--- src/verilog/ccs_consts.svh ---
// constants for the clock source select and activity detect block
`ifndef CCS_CONSTS_SVH
`define CCS_CONSTS_SVH

// source numbering on the select field
`define CCS_NSRC 12
`define CCS_SEL_W 4
`define CCS_SRC_RING 4'h0
`define CCS_SRC_XTAL 4'h1
`define CCS_SRC_PLL0 4'h2
`define CCS_SRC_PLL240 4'h4
`define CCS_SRC_FDIV0 4'h5
`define CCS_SRC_LAST 4'hb
`define CCS_NPLL_PH 3
`define CCS_NFDIV 7

// generator numbering: pll, seven dividers, nine base outputs
`define CCS_NGEN 17
`define CCS_GEN_PLL 0
`define CCS_GEN_BASE0 8
`define CCS_GEN_SAFE 8
`define CCS_GEN_PCR 10

// register index map on the plain port
`define CCS_ADDR_W 5
`define CCS_REG_STATUS 5'h11
`define CCS_REG_RISE 5'h12
`define CCS_REG_FALL 5'h13
`define CCS_REG_BUSY 5'h14

// control word layout
`define CCS_CTRL_SEL_LSB 0
`define CCS_CTRL_SEL_MSB 3
`define CCS_CTRL_PD_BIT 8
`define CCS_STATUS_VALID_BIT 16

// timing in control-clock cycles
`define CCS_DET_LIMIT 6'h20
`define CCS_SW_TIMEOUT 6'h20
`define CCS_SW_HOLD 6'h02
`define CCS_CNT_W 6

`endif

--- src/verilog/ccs_pkg.sv ---
// types for the clock source select and activity detect block
package ccs_pkg;

    // gray sequence along the switch path
    typedef enum logic [1:0] {
        CCS_RUN = 2'b00,
        CCS_DRAIN = 2'b01,
        CCS_HOLD = 2'b11,
        CCS_RESUME = 2'b10
    } ccs_sw_state_t;

endpackage

--- src/verilog/ccs_clock_select.sv ---
// source selection fabric with activity detection and glitch-free switching
//
// Design decisions made here: the placing of the registers and the strobed register port.
`timescale 1ns/10ps
`include "ccs_consts.svh"

// Function
// - illegal source choices are refused
// - illegal write keeps select, updates other fields
// - every generator resets onto ring oscillator
// - inactive sources are masked from selection
// - no edge within 32 cycles means inactive
// - all absent after reset, valid after 32
// - activation and deactivation raise events
// - base outputs take any source; safe/control ring only
// - dividers take pll phases, ring or crystal
// - pll input selectable from crystal
// - pll supplies three phases 0, 120, 240
// - sources may be shared by many generators
// - pll switches hold clock low until lock
// - other switches fast, glitch-free, short low
// - stuck-high old clock forced low after 32 on a switch
// - selected source dying still passes, still signals
// - ring oscillator never powers down
// - control logic runs on always-on slow clock
// - one pll and seven dividers as sources

module ccs_clock_select (
    input wire logic clk_sys,
    input wire logic rst_n,
    input wire logic [`CCS_ADDR_W-1:0] reg_addr,
    input wire logic [31:0] reg_wdata,
    input wire logic reg_wr,
    input wire logic reg_rd,
    output logic [31:0] reg_rdata,
    input wire logic ring_osc_source,
    input wire logic xtal_clk,
    input wire logic [`CCS_NPLL_PH-1:0] pll_phase,
    input wire logic [`CCS_NFDIV-1:0] frac_dividers,
    input wire logic pll_lock,
    output logic [`CCS_NGEN-1:0] gen_clk,
    output logic [`CCS_NSRC-1:0] source_activity_status,
    output logic status_valid,
    output logic [`CCS_NSRC-1:0] src_up_evt,
    output logic [`CCS_NSRC-1:0] src_down_evt,
    output logic [`CCS_NGEN-1:0] switch_busy
);

    // ------------------------------------------------------------
    // source legality
    // ------------------------------------------------------------
    function automatic logic ccs_legal(
        input int gen,
        input logic [`CCS_SEL_W-1:0] src,
        input logic [`CCS_NSRC-1:0] act
    );
        logic ok;
        ok = 1'b0;
        // pll input takes the crystal only, dividers a primary or a pll phase
        if (gen == `CCS_GEN_PLL) begin
            ok = (src == `CCS_SRC_XTAL);
        end else if (gen < `CCS_GEN_BASE0) begin
            ok = (src <= `CCS_SRC_PLL240);
        end else if (gen == `CCS_GEN_SAFE || gen == `CCS_GEN_PCR) begin
            ok = (src == `CCS_SRC_RING);
        end else begin
            ok = (src <= `CCS_SRC_LAST);
        end
        // an absent source reads as illegal until it shows edges again
        ccs_legal = ok && (src <= `CCS_SRC_LAST) && act[src];
    endfunction

    // ------------------------------------------------------------
    // source input synchronisers
    // ------------------------------------------------------------
    // the whole block runs on the always-on control clock
    logic [`CCS_NSRC-1:0] src_raw;
    logic [`CCS_NSRC-1:0] src_m1;
    logic [`CCS_NSRC-1:0] src_s;
    logic [`CCS_NSRC-1:0] src_d;
    logic lock_m1;
    logic lock_s;

    // ring oscillator has no power-down input at all
    assign src_raw = {frac_dividers, pll_phase, xtal_clk, ring_osc_source};

    // src_d is a third stage that only feeds the edge detectors
    always_ff @(posedge clk_sys or negedge rst_n) begin
        if (!rst_n) begin
            src_m1 <= '0;
            src_s <= '0;
            src_d <= '0;
            lock_m1 <= 1'b0;
            lock_s <= 1'b0;
        end else begin
            src_m1 <= src_raw;
            src_s <= src_m1;
            src_d <= src_s;
            lock_m1 <= pll_lock;
            lock_s <= lock_m1;
        end
    end

    // ------------------------------------------------------------
    // activity detectors
    // ------------------------------------------------------------
    logic [`CCS_NSRC-1:0] active;
    logic [`CCS_NSRC-1:0] active_d;

    // sampling limits detection to sources well below half the control clock
    // each counter restarts on a rising edge and saturates at the limit
    genvar gs;
    generate
        for (gs = 0; gs < `CCS_NSRC; gs = gs + 1) begin : g_det
            logic [`CCS_CNT_W-1:0] idle_cnt;
            logic edge_seen;
            assign edge_seen = src_s[gs] & ~src_d[gs];

            always_ff @(posedge clk_sys or negedge rst_n) begin
                if (!rst_n) begin
                    idle_cnt <= '0;
                    active[gs] <= 1'b0;
                end else if (edge_seen) begin
                    idle_cnt <= '0;
                    active[gs] <= 1'b1;
                end else if (idle_cnt != `CCS_DET_LIMIT) begin
                    idle_cnt <= idle_cnt + `CCS_CNT_W'(1);
                    if (idle_cnt == `CCS_DET_LIMIT - `CCS_CNT_W'(1)) begin
                        active[gs] <= 1'b0;
                    end
                end
            end
        end
    endgenerate

    always_ff @(posedge clk_sys or negedge rst_n) begin
        if (!rst_n) begin
            active_d <= '0;
            src_up_evt <= '0;
            src_down_evt <= '0;
        end else begin
            active_d <= active;
            // events fire even for a source in use, which keeps passing
            src_up_evt <= active & ~active_d;
            src_down_evt <= ~active & active_d;
        end
    end

    assign source_activity_status = active;

    // status only trustworthy once a full detect window has passed
    logic [`CCS_CNT_W-1:0] valid_cnt;

    always_ff @(posedge clk_sys or negedge rst_n) begin
        if (!rst_n) begin
            valid_cnt <= '0;
            status_valid <= 1'b0;
        end else if (valid_cnt != `CCS_DET_LIMIT) begin
            valid_cnt <= valid_cnt + `CCS_CNT_W'(1);
            status_valid <= (valid_cnt == `CCS_DET_LIMIT - `CCS_CNT_W'(1));
        end
    end

    // ------------------------------------------------------------
    // sticky change flags, write one to clear
    // ------------------------------------------------------------
    logic [`CCS_NSRC-1:0] rise_flag;
    logic [`CCS_NSRC-1:0] fall_flag;
    logic [`CCS_NSRC-1:0] rise_clr;
    logic [`CCS_NSRC-1:0] fall_clr;

    assign rise_clr = (reg_wr && reg_addr == `CCS_REG_RISE) ?
        reg_wdata[`CCS_NSRC-1:0] : '0;
    assign fall_clr = (reg_wr && reg_addr == `CCS_REG_FALL) ?
        reg_wdata[`CCS_NSRC-1:0] : '0;

    always_ff @(posedge clk_sys or negedge rst_n) begin
        if (!rst_n) begin
            rise_flag <= '0;
            fall_flag <= '0;
        end else begin
            // a new event in the clear cycle survives
            rise_flag <= (rise_flag & ~rise_clr) | src_up_evt;
            fall_flag <= (fall_flag & ~fall_clr) | src_down_evt;
        end
    end

    // ------------------------------------------------------------
    // generator control words and switch sequencers
    // ------------------------------------------------------------
    logic [`CCS_SEL_W-1:0] ctrl_sel [0:`CCS_NGEN-1];
    logic [`CCS_NGEN-1:0] ctrl_pd;

    genvar gg;
    generate
        for (gg = 0; gg < `CCS_NGEN; gg = gg + 1) begin : g_gen
            logic [`CCS_SEL_W-1:0] wr_sel;
            logic [`CCS_SEL_W-1:0] stage_sel;
            logic stage_pd;
            logic stage_vld;
            logic [`CCS_SEL_W-1:0] cur_sel;
            logic [`CCS_SEL_W-1:0] tgt_sel;
            logic [`CCS_CNT_W-1:0] sw_cnt;
            logic pll_case;
            logic cur_bit;
            logic gate_on;
            ccs_pkg::ccs_sw_state_t state;

            assign wr_sel = reg_wdata[`CCS_CTRL_SEL_MSB:`CCS_CTRL_SEL_LSB];

            // stage the bus write, then check it against fresh activity
            // the extra stage puts readback two cycles behind the write
            always_ff @(posedge clk_sys or negedge rst_n) begin
                if (!rst_n) begin
                    stage_vld <= 1'b0;
                    stage_sel <= `CCS_SRC_RING;
                    stage_pd <= 1'b0;
                end else begin
                    stage_vld <= reg_wr && reg_addr == `CCS_ADDR_W'(gg);
                    if (reg_wr && reg_addr == `CCS_ADDR_W'(gg)) begin
                        stage_sel <= wr_sel;
                        stage_pd <= reg_wdata[`CCS_CTRL_PD_BIT];
                    end
                end
            end

            always_ff @(posedge clk_sys or negedge rst_n) begin
                if (!rst_n) begin
                    ctrl_sel[gg] <= `CCS_SRC_RING;
                    ctrl_pd[gg] <= 1'b0;
                end else if (stage_vld) begin
                    ctrl_pd[gg] <= stage_pd;
                    if (ccs_legal(gg, stage_sel, active)) begin
                        ctrl_sel[gg] <= stage_sel;
                    end
                end
            end

            // pll as generator or as new source waits for lock; in hold cur_sel already equals tgt_sel
            assign pll_case = (gg == `CCS_GEN_PLL) ||
                (tgt_sel >= `CCS_SRC_PLL0 && tgt_sel <= `CCS_SRC_PLL240) ||
                (cur_sel >= `CCS_SRC_PLL0 && cur_sel <= `CCS_SRC_PLL240);
            assign cur_bit = src_s[cur_sel];

            // run, drain the old high phase, hold low, resume on a low new phase
            // a drain or resume stuck past the timeout moves on instead of hanging
            always_ff @(posedge clk_sys or negedge rst_n) begin
                if (!rst_n) begin
                    state <= ccs_pkg::CCS_RUN;
                    cur_sel <= `CCS_SRC_RING;
                    tgt_sel <= `CCS_SRC_RING;
                    sw_cnt <= '0;
                end else begin
                    case (state)
                        ccs_pkg::CCS_RUN: begin
                            if (ctrl_sel[gg] != cur_sel) begin
                                tgt_sel <= ctrl_sel[gg];
                                sw_cnt <= '0;
                                state <= ccs_pkg::CCS_DRAIN;
                            end
                        end
                        ccs_pkg::CCS_DRAIN: begin
                            // let the high phase finish; a stuck clock is cut
                            if (!cur_bit || sw_cnt == `CCS_SW_TIMEOUT - `CCS_CNT_W'(1)) begin
                                cur_sel <= tgt_sel;
                                sw_cnt <= '0;
                                state <= ccs_pkg::CCS_HOLD;
                            end else begin
                                sw_cnt <= sw_cnt + `CCS_CNT_W'(1);
                            end
                        end
                        ccs_pkg::CCS_HOLD: begin
                            if (pll_case) begin
                                if (lock_s && sw_cnt >= `CCS_SW_HOLD) begin
                                    sw_cnt <= '0;
                                    state <= ccs_pkg::CCS_RESUME;
                                end
                            end else if (sw_cnt >= `CCS_SW_HOLD) begin
                                sw_cnt <= '0;
                                state <= ccs_pkg::CCS_RESUME;
                            end
                            if (sw_cnt != `CCS_SW_HOLD) begin
                                sw_cnt <= sw_cnt + `CCS_CNT_W'(1);
                            end
                        end
                        ccs_pkg::CCS_RESUME: begin
                            // resume only on a low new source to avoid a runt high;
                            // a new source stuck high is let through rather than hang
                            if (!src_s[cur_sel] ||
                                sw_cnt == `CCS_SW_TIMEOUT - `CCS_CNT_W'(1)) begin
                                state <= ccs_pkg::CCS_RUN;
                            end else begin
                                sw_cnt <= sw_cnt + `CCS_CNT_W'(1);
                            end
                        end
                        default: begin
                            state <= ccs_pkg::CCS_RUN;
                        end
                    endcase
                end
            end

            // safe and control base clocks ignore power-down
            assign gate_on = (state == ccs_pkg::CCS_RUN || state == ccs_pkg::CCS_DRAIN) &&
                (!ctrl_pd[gg] || gg == `CCS_GEN_SAFE || gg == `CCS_GEN_PCR);

            // any number of generators may read the same source
            // registered, so each output trails its source by three cycles
            always_ff @(posedge clk_sys or negedge rst_n) begin
                if (!rst_n) begin
                    gen_clk[gg] <= 1'b0;
                    switch_busy[gg] <= 1'b0;
                end else begin
                    // a dead source still selected is passed as is
                    gen_clk[gg] <= gate_on && cur_bit &&
                        !(state == ccs_pkg::CCS_DRAIN &&
                          sw_cnt == `CCS_SW_TIMEOUT - `CCS_CNT_W'(1));
                    switch_busy[gg] <= (state != ccs_pkg::CCS_RUN) ||
                        (ctrl_sel[gg] != cur_sel);
                end
            end
        end
    endgenerate

    // ------------------------------------------------------------
    // register read port
    // ------------------------------------------------------------
    always_ff @(posedge clk_sys or negedge rst_n) begin
        if (!rst_n) begin
            reg_rdata <= '0;
        end else if (reg_rd) begin
            // unmapped indices read as zero
            reg_rdata <= '0;
            if (reg_addr < `CCS_ADDR_W'(`CCS_NGEN)) begin
                reg_rdata[`CCS_CTRL_SEL_MSB:`CCS_CTRL_SEL_LSB] <= ctrl_sel[reg_addr];
                reg_rdata[`CCS_CTRL_PD_BIT] <= ctrl_pd[reg_addr];
            end else if (reg_addr == `CCS_REG_STATUS) begin
                reg_rdata[`CCS_NSRC-1:0] <= active;
                reg_rdata[`CCS_STATUS_VALID_BIT] <= status_valid;
            end else if (reg_addr == `CCS_REG_RISE) begin
                reg_rdata[`CCS_NSRC-1:0] <= rise_flag;
            end else if (reg_addr == `CCS_REG_FALL) begin
                reg_rdata[`CCS_NSRC-1:0] <= fall_flag;
            end else if (reg_addr == `CCS_REG_BUSY) begin
                reg_rdata[`CCS_NGEN-1:0] <= switch_busy;
            end
        end
    end

endmodule // ccs_clock_select

--- config.mk ---
export PLATFORM = sky130hd
export DESIGN_NAME = ccs_clock_select
export DESIGN_NICKNAME = d
export VERILOG_FILES = /design/src/verilog/ccs_pkg.sv /design/src/verilog/ccs_clock_select.sv
export VERILOG_INCLUDE_DIRS = /design/src /design/src/verilog
export SDC_FILE = /design/constraint.sdc
export NUM_CORES = 1
export LEC_CHECK = 0
export ABC_AREA = 1
export ABC_CLOCK_PERIOD_IN_PS = 1400
export BUFFER_PORTS_ARGS = -buffer_cell sky130_fd_sc_hd__buf_2
export CORE_ASPECT_RATIO = 1.75
export CORE_MARGIN = 2
export CORE_UTILIZATION = 30
export CTS_CLUSTER_DIAMETER = 120
export CTS_CLUSTER_SIZE = 14
export DETAILED_ROUTE_END_ITERATION = 6
export GPL_ROUTABILITY_DRIVEN = 0
export PLACE_DENSITY = 0.47
export SETUP_SLACK_MARGIN = 0.02
export SYNTH_ARGS = -nofsm -noshare
export SYNTH_HDL_FRONTEND = slang
export SYNTH_SLANG_ARGS = --single-unit
--- constraint.sdc ---
create_clock -name clk_sys -period 1.4 [get_ports clk_sys]
set_input_delay 0.07 -clock clk_sys [delete_from_list [all_inputs] [get_ports clk_sys]]
set_output_delay 0.07 -clock clk_sys [all_outputs]
set_load 0.02 [all_outputs]
==> impl_summary.txt, run 1 <==
----------------------------------------------------
[Die]
  Vertical extent of the die ... approximately 480 um
  Floorplan core area ... 126600 sq um
  Die width ... about 270 um
  Boundary Pins ... ~160
  Effective utilization at floorplan ... between 30% and 40%
  Total number of placement rows ... about 170
  Overall die area ... between 100000 and 150000 sq um

[Worst setup path]
  Count of buffering cells on the critical path with inverters included ... 2
  Most repeated library cell on the critical path ... sky130_fd_sc_hd__nand2_1
  Worst Setup SP ... src_s[4]
  Worst Path Arrival ... 2.41 ns
  Top fanout value on the critical path ... 8
  Startpoint types ... flip-flop
  R2r startpoint ... src_s[4]
  Slowest cell delay on critical path ... slightly below 0.4 ns
  Critical-path top delay cell ... sky130_fd_sc_hd__dfrtp_2
  Kind of cell adding the most delay to the critical path ... simple AND/OR/NAND/NOR gates
  Worst Setup End Kind ... flip-flop
  Setup CP Type ... flip-flop to flip-flop
  Ordered list of cells on the worst path ... buf_12, buf_12, nand2_1, nand3_2, nand2_1, nand2_1, nand2_1, nand2_2, nand3_4, a21oi_4, nand2_1, nand2_1
  Required time of the worst setup path ... ~2.0 ns

[Global route]
  Wire length of the first global-routing pass ... roughly 210 mm
  Vias in the first global route ... about 36000
  Total routing resource utilization after global routing ... 20.45%
  Sum of overflow across all layers after global routing ... 0
  Number of antenna violations at the first check in global routing ... 11
  Maximum number of pins on one net before global-route repair ... around 80

[Place]
  DP Wirelength ... 103.0 mm
  Cell area after placement ... ~47000 sq um
  Number of cells after detailed placement ... 7461
  Pre-CTS setup slack ... -0.6197 ns
  Input/output buffers ... approximately 120

[Synthesis]
  Primary FF master, synth ... sky130_fd_sc_hd__dfrtp_1
  Sequential-to-total area share from yosys stat ... between 40% and 50%
  Avg Synthesized Cell Area ... ~7.6 sq um
  Yosys reg bits ... roughly 700
  Synth warn ... 0
  Synth Instances ... around 5000
  Post-synth EDFFs ... 0
  Number of unique standard cell types used by synthesis ... between 40 and 50
  Post-synthesis async set-or-reset flop share ... 100.0%
  Syn Std Cell Area ... between 30000 and 40000 sq um

[Timing]
  Post-route fraction of the period consumed by the critical path ... 129.6%
  Transition time at the pin with the least slew margin ... about 0.57 ns
  Clock tree skew after final layout ... ~0.073 ns
  Worst hold-check slack ... 0.04667 ns
  Number of hold violations in the final report ... 0
  # setup viols final ... approximately 370
  Clock period minus worst slack ... about 1.8 ns
  Unrepaired setup endpoints after global routing ... yes
  Post-layout worst setup margin ... -0.4150 ns
  Highest achievable clock rate ... between 500 and 600 MHz
  Slew Limit Fails ... 0
  Relative slew slack ... between 60% and 70%

[Clock tree]
  Count of clock tree sinks ... ~700
  Deepest clock path buffer count ... 3
  Root buffer cell ... sky130_fd_sc_hd__clkbuf_16
  Reg clk slew, reported paths ... ~0.07 ns
  CTS H-tree lvls ... 2
  Clock tree from TritonCTS ... yes
  Total clock buffers created by CTS ... 55
  Clock insertion delay at the later pin of the skew report ... slightly above 0.7 ns

[Detailed routing]
  WL met1 ... 51.96 mm
  Total length of routed met3 wires ... about 4.2 mm
  Average via count per standard cell ... approximately 4.7
  Average wire length per cell after detail routing ... ~18 um
  Highest metal layer used by the detailed router ... met4
  ANT nets after route ... 0
  DRC violations left ... 0
  Total Wirelength ... 134.6 mm
  Detailed route wirelength on metal2 ... ~72 mm
  Number of search-and-repair iterations in the first detailed-routing pass ... 7
  Routed via count ... about 36000
  Starting DRC count in detailed routing ... 1997

[Status]
  Run status ... finished, violations left
  Violated checks ... setup timing

[Layout]
  Non-filler cells, final ... around 7600
  Layout overhead on the synthesized area ... 33.05%
  Nets ... 6062
  Finished Cell Area ... 50800 sq um
  Proportion of layout cells with a drive suffix above 1 ... ~25%

[Hold path]
  Path type of the worst min-delay path ... input pin to flip-flop
  Hold wc startpoint ... frac_dividers[4]

[Pwr]
  Power after layout ... 83.28 mW
  Worst vdd rail ir drop ... between 1 and 1.5 mV
  Power per cell area ... between 1500 and 2000 nW/um^2
  Static Leakage ... between 20 and 30 nW

[Flow run]
  Number of max-cap violations ... 0

----------------------------------------------------
-- synthesized netlist by cell type, types with 55 or more instances --
cell type                  instances  area share (%)
sky130_fd_sc_hd__o211ai_1         55             1.1
sky130_fd_sc_hd__ha_1             60             2.0
sky130_fd_sc_hd__nor2_1          393             3.9
sky130_fd_sc_hd__inv_1           683             6.7
sky130_fd_sc_hd__nand2_1        1523              15
sky130_fd_sc_hd__nor3_1           55            0.72
sky130_fd_sc_hd__a21oi_1         156             2.0
sky130_fd_sc_hd__nand3_1         306             4.0
sky130_fd_sc_hd__dfrtp_1         699              46
sky130_fd_sc_hd__xor2_1           73             1.7
sky130_fd_sc_hd__nand4_1         155             2.5
sky130_fd_sc_hd__o21ai_0         473             6.2
-- power breakdown --
group | internal (mW) | switching (mW) | leakage (nW)
registers | 24.6 | 4.13 | 8.77
clock network | 7.11 | 7.92 | 0.721
logic | 16.3 | 23.2 | 16.3
-- stage by stage --
stage	utilization, %	setup TNS, ns
floorplan	-	-2.910
finish	40.12	-65.09
global placement	37.36	-59.82
CTS	39.34	-62.61
detailed placement	37.36	-62.60
global route	40.11	-110.78
-- cell type report --
type / instances / area, sq um
clock inverter: 3 / 80.08
fill: 12950 / 75830
clock buffer: 64 / 1410
sequential: 699 / 17540
timing repair buffer: 937 / 7963
inverter: 702 / 2661
multi-input combinational: 3553 / 19050
antenna: 4 / 10.01
tap: 1662 / 2079
-- cells by family after synthesis --
family	share of synthesized area (%)
xor gates and xnor gates	2.042
AOI/OAI and AO/OA	13.06
adders and majority gates	1.966
buffers and inverters	8.734
other	0.009822
and+or+nand+nor	28.31
DFF	45.82
muxes	0.05899
-- sequential cells by signal, summed over array words and instances (netlist names), 34 cells and up --
register,flops
g_gen.cur_sel,68
g_gen.state,34
g_det.idle_cnt,72
g_gen.tgt_sel,68
g_gen.sw_cnt,102
ctrl_sel,68
g_gen.stage_sel,68
-- metal layers --
metal	vias up	GRT usage [%]
met3	208	1.912
met4	0	8.759
met2	607	39.33
met5	-	0
met1	17130	22.54
li1	18110	-
-- path summary, 6_finish.rpt --
kind                                             to  cells after the start  slack [ns]
worst max-delay path            g_gen[10].sw_cnt[4]                     12       -0.42
worst min-delay path                      src_m1[9]                      2        0.05
worst max register to register  g_gen[10].sw_cnt[4]                     12       -0.42
worst min register to register               lock_s                      0        0.35
max in group asynchronous                 src_m1[1]                      3        0.42
min in group asynchronous                  src_d[3]                      3        0.06
-- timing repair --
| item | CTS | global route |
|---|---|---|
| pin swaps | 58 | 112 |
| endpoints found under the hold margin | 817 | 0 |
| resized for setup | 144 | 225 |
| gates cloned | 0 | 6 |
| hold buffers | 43 | 0 |
| setup buffers | 23 | 23 |
| endpoints found under the setup margin | 431 | 466 |
-- worst register-to-register path, delay by kind of cell, from the launching register on --
family / cells / cell delay (ns)
AOI/OAI and AO/OA: 1 / 0.25
and+or+nand+nor: 9 / 0.73
buffers and inverters: 2 / 0.35
DFF: 1 / 0.39
-- cell usage in the layout (no fill, tap or decap), types with 14 or more instances in the layout --
cell type	count
sky130_fd_sc_hd__buf_12	73
sky130_fd_sc_hd__nand4_1	155
sky130_fd_sc_hd__nand2_2	135
sky130_fd_sc_hd__o211ai_1	55
sky130_fd_sc_hd__a21oi_2	32
sky130_fd_sc_hd__nand3_2	46
sky130_fd_sc_hd__o21ai_1	101
sky130_fd_sc_hd__dfrtp_2	38
sky130_fd_sc_hd__inv_1	638
sky130_fd_sc_hd__a21oi_1	129
sky130_fd_sc_hd__buf_6	26
sky130_fd_sc_hd__nor3_1	51
sky130_fd_sc_hd__xnor2_1	16
sky130_fd_sc_hd__o2111a_1	14
sky130_fd_sc_hd__nand3_1	262
sky130_fd_sc_hd__inv_2	54
sky130_fd_sc_hd__conb_1	15
sky130_fd_sc_hd__dlygate4sd3_1	43
sky130_fd_sc_hd__nor2_4	16
sky130_fd_sc_hd__nor2_2	22
sky130_fd_sc_hd__xor2_1	73
sky130_fd_sc_hd__buf_4	675
sky130_fd_sc_hd__nand2_1	1369
sky130_fd_sc_hd__nor2_1	365
sky130_fd_sc_hd__a211oi_1	53
sky130_fd_sc_hd__ha_1	38
sky130_fd_sc_hd__clkbuf_16	59
sky130_fd_sc_hd__nand2_4	47
sky130_fd_sc_hd__o21ai_0	381
sky130_fd_sc_hd__a21oi_4	16
sky130_fd_sc_hd__ha_2	20
sky130_fd_sc_hd__buf_2	113
sky130_fd_sc_hd__nand3_4	28
sky130_fd_sc_hd__dfrtp_1	660
(Power assumes the default switching activity.)
==> inputs of run 2 (changes only) <==
--- a/config.mk
+++ b/config.mk
@@ -9,7 +9,7 @@
 export ABC_AREA = 1
 export ABC_CLOCK_PERIOD_IN_PS = 1400
 export BUFFER_PORTS_ARGS = -buffer_cell sky130_fd_sc_hd__buf_2
-export CORE_ASPECT_RATIO = 1.75
+export CORE_ASPECT_RATIO = 1.4
 export CORE_MARGIN = 2
 export CORE_UTILIZATION = 30
 export CTS_CLUSTER_DIAMETER = 120
==> run 2 against run 1 <==
  * Final cell count decreased by 0.71%
  * The run still ends with setup timing left
  * Core utilization decreased by 0.24 points
  * Clock-buffer cell count unchanged
  * Clock power about the same
  * Critical path type unchanged
  * Maximum frequency increased by 2.2%
  * Largest power group unchanged
  * Critical endpoint is now g_gen[0].sw_cnt[2]
  * First-iteration DRC count decreased by 11%
  * Register-to-register slack improved by 0.04 ns
  * Non-clock buffer count decreased by 28
==> impl_summary.txt, run 2 (same netlist as run 1, synthesis figures left out) <==
----------------------------------------------------
[Pwr]
  Power per cell area ... ~1600 nW/um^2
  Worst vdd rail ir drop ... between 1 and 1.5 mV
  Static Leakage ... around 26 nW

[Die]
  Floorplan core area ... ~130000 sq um
  Boundary Pins ... roughly 160
  Vertical extent of the die ... about 430 um
  Die width ... between 300 and 400 um
  Total number of placement rows ... 154
  Overall die area ... between 100000 and 150000 sq um
  Effective utilization at floorplan ... 30.30%

[Worst setup path]
  Required time of the worst setup path ... about 2.0 ns
  Minimum setup slack among reg-to-reg paths ... -0.38 ns
  Setup CP Type ... flip-flop to flip-flop
  Kind of cell adding the most delay to the critical path ... simple AND/OR/NAND/NOR gates
  Critical Path End ... g_gen[0].sw_cnt[2]
  Critical-path top delay cell ... sky130_fd_sc_hd__dfrtp_2
  Worst Setup SP ... src_s[5]
  Worst Path Arrival ... between 2 and 2.5 ns
  R2r startpoint ... src_s[5]
  Startpoint types ... flip-flop
  Slowest cell delay on critical path ... a little over 0.4 ns
  Worst Setup End Kind ... flip-flop
  Path depth of the worst reg2reg path ... 13
  Ordered list of cells on the worst path ... buf_12, clkbuf_16, nand2_1, nand3_1, nand2_1, nand2_1, nand2_1, nand2_2, nand3_4, a21oi_4, buf_6, nand2_1, nand2_1
  Endpoint of the most critical register-to-register path ... g_gen[0].sw_cnt[2]
  Count of buffering cells on the critical path with inverters included ... 3
  Number of cells on the critical path ... 13
  Most repeated library cell on the critical path ... sky130_fd_sc_hd__nand2_1
  Top fanout value on the critical path ... 7

[Layout]
  Nets ... 6034
  Most frequent cells in the layout ... 1367 x sky130_fd_sc_hd__nand2_1, 666 x sky130_fd_sc_hd__buf_4, 665 x sky130_fd_sc_hd__dfrtp_1
  Non-filler cells, final ... 7570
  Leading cell type in the layout, fill and taps excluded ... sky130_fd_sc_hd__nand2_1
  Proportion of layout cells with a drive suffix above 1 ... between 20% and 30%
  Combined flip-flop and latch cell area ... 17540 sq um
  Utilization of the core after routing ... around 40%
  Area taken by multi-input logic gates ... ~19000 sq um
  Max reg flops ... 102
  Largest registers ... g_gen.sw_cnt x102, g_det.idle_cnt x72
  Register ranked first by flip-flop count ... g_gen.sw_cnt
  Total of fill cells in the finished design ... around 13000
  Layout overhead on the synthesized area ... 31.62%

[Timing]
  Clock tree skew after final layout ... between 0.05 and 0.06 ns
  Number of hold violations in the final report ... 0
  Transition time at the pin with the least slew margin ... 0.6379 ns
  Relative slew slack ... 57.31%
  Highest achievable clock rate ... ~560 MHz
  # setup viols final ... just under 400
  Slew Limit Fails ... 0
  Worst hold-check slack ... about 0.047 ns
  Post-layout worst setup margin ... -0.3760 ns
  Unrepaired setup endpoints after global routing ... yes
  Post-route fraction of the period consumed by the critical path ... 126.9%
  Clock period minus worst slack ... roughly 1.8 ns

[Place]
  Number of cells after detailed placement ... about 7400
  DP Wirelength ... between 90 and 100 mm
  Input/output buffers ... around 120

[Global route]
  Total routing resource utilization after global routing ... between 10% and 20%
  Sum of overflow across all layers after global routing ... 0
  Number of antenna violations at the first check in global routing ... 8
  Vias in the first global route ... 35060
  Maximum number of pins on one net before global-route repair ... 96
  Wire length of the first global-routing pass ... roughly 200 mm

[Detailed routing]
  Starting DRC count in detailed routing ... approximately 1800
  DRC violations left ... 0
  Total Wirelength ... 128.5 mm
  Number of search-and-repair iterations in the first detailed-routing pass ... 5
  Routed via count ... 35730
  Average via count per standard cell ... approximately 4.7
  Average wire length per cell after detail routing ... ~17 um
  ANT nets after route ... 0

[Hold path]
  Path type of the worst min-delay path ... input pin to flip-flop
  Worst hold path depth ... 2

[Clock tree]
  Count of clock tree sinks ... 699
  Root buffer cell ... sky130_fd_sc_hd__clkbuf_16
  CTS H-tree lvls ... 2
  Clock insertion delay at the later pin of the skew report ... between 0.6 and 0.7 ns
  Reg clk slew, reported paths ... approximately 0.070 ns
  Total clock buffers created by CTS ... 55
  Clock tree from TritonCTS ... yes
  Deepest clock path buffer count ... 3

[Flow run]
  Number of max-cap violations ... 0

[Status]
  Violated checks ... setup timing
  Run status ... finished, violations left

----------------------------------------------------
run 2: final cells by class:
| cell class | instances | share of cell area (%) |
|---|---|---|
| multi-input cells | 3553 | 37.68 |
| clock inverters | 3 | 0.1793 |
| flip-flops and latches | 699 | 34.90 |
| inverters | 702 | 5.271 |
| well taps | 1638 | 4.079 |
| clock buffers | 64 | 2.806 |
| repair buffers | 909 | 15.08 |
| diodes | 2 | 0.009960 |
run 2: worst min-delay path by stage:
stage / from / to
after floorplan: rst_n / active_d[0]
after global placement: rst_n / g_det[11].idle_cnt[1]
after detailed placement: rst_n / g_det[11].idle_cnt[5]
after CTS: frac_dividers[4] / src_m1[9]
after global routing: frac_dividers[4] / src_m1[9]
final: frac_dividers[5] / src_m1[10]
run 2: metrics by stage:
stage	setup WS [ns]	TNS (ns)	cell area (sq um)	power, mW
after floorplan	-0.08826	-2.910	39140	50.79
after global placement	-0.3135	-55.56	47030	65.44
after detailed placement	-0.3174	-61.19	47030	65.80
after CTS	-0.2910	-60.64	49490	81.90
after global routing	-0.4586	-113.93	50240	89.31
final	-0.3760	-69.63	50250	82.58
run 2: power breakdown:
group	internal (mW)	switching, mW	leakage (nW)	total, mW
logic	16.2	22.8	16.1	39.0
clock network	7.11	7.82	0.723	14.9
registers	24.6	4.09	8.77	28.7
run 2: timing repair:
action                                  4_1_cts  5_1_grt
hold buffers                                 37        0
gates resized for setup                     166      185
setup buffers                                21       20
endpoints found under the setup margin      426      495
cloned                                        1        1
pin swaps                                    54      157
hold endpoints to repair                    809        0
run 2: worst register-to-register path: cells and delay by family, from the launching register on:
family	cells	cell delay (ns)
buf+inv	3	0.43
compound gates	1	0.20
simple gates	9	0.64
flops	1	0.41
run 2: routing by layer:
layer | vias to the layer above | share of wire (%) | GRT usage, %
li1 | 18030 | - | -
met1 | 16910 | 41 | 23.09
met2 | 581 | 52 | 36.95
met3 | 189 | 3.5 | 2.188
met4 | 10 | 3.6 | 6.067
met5 | - | 0.055 | 0
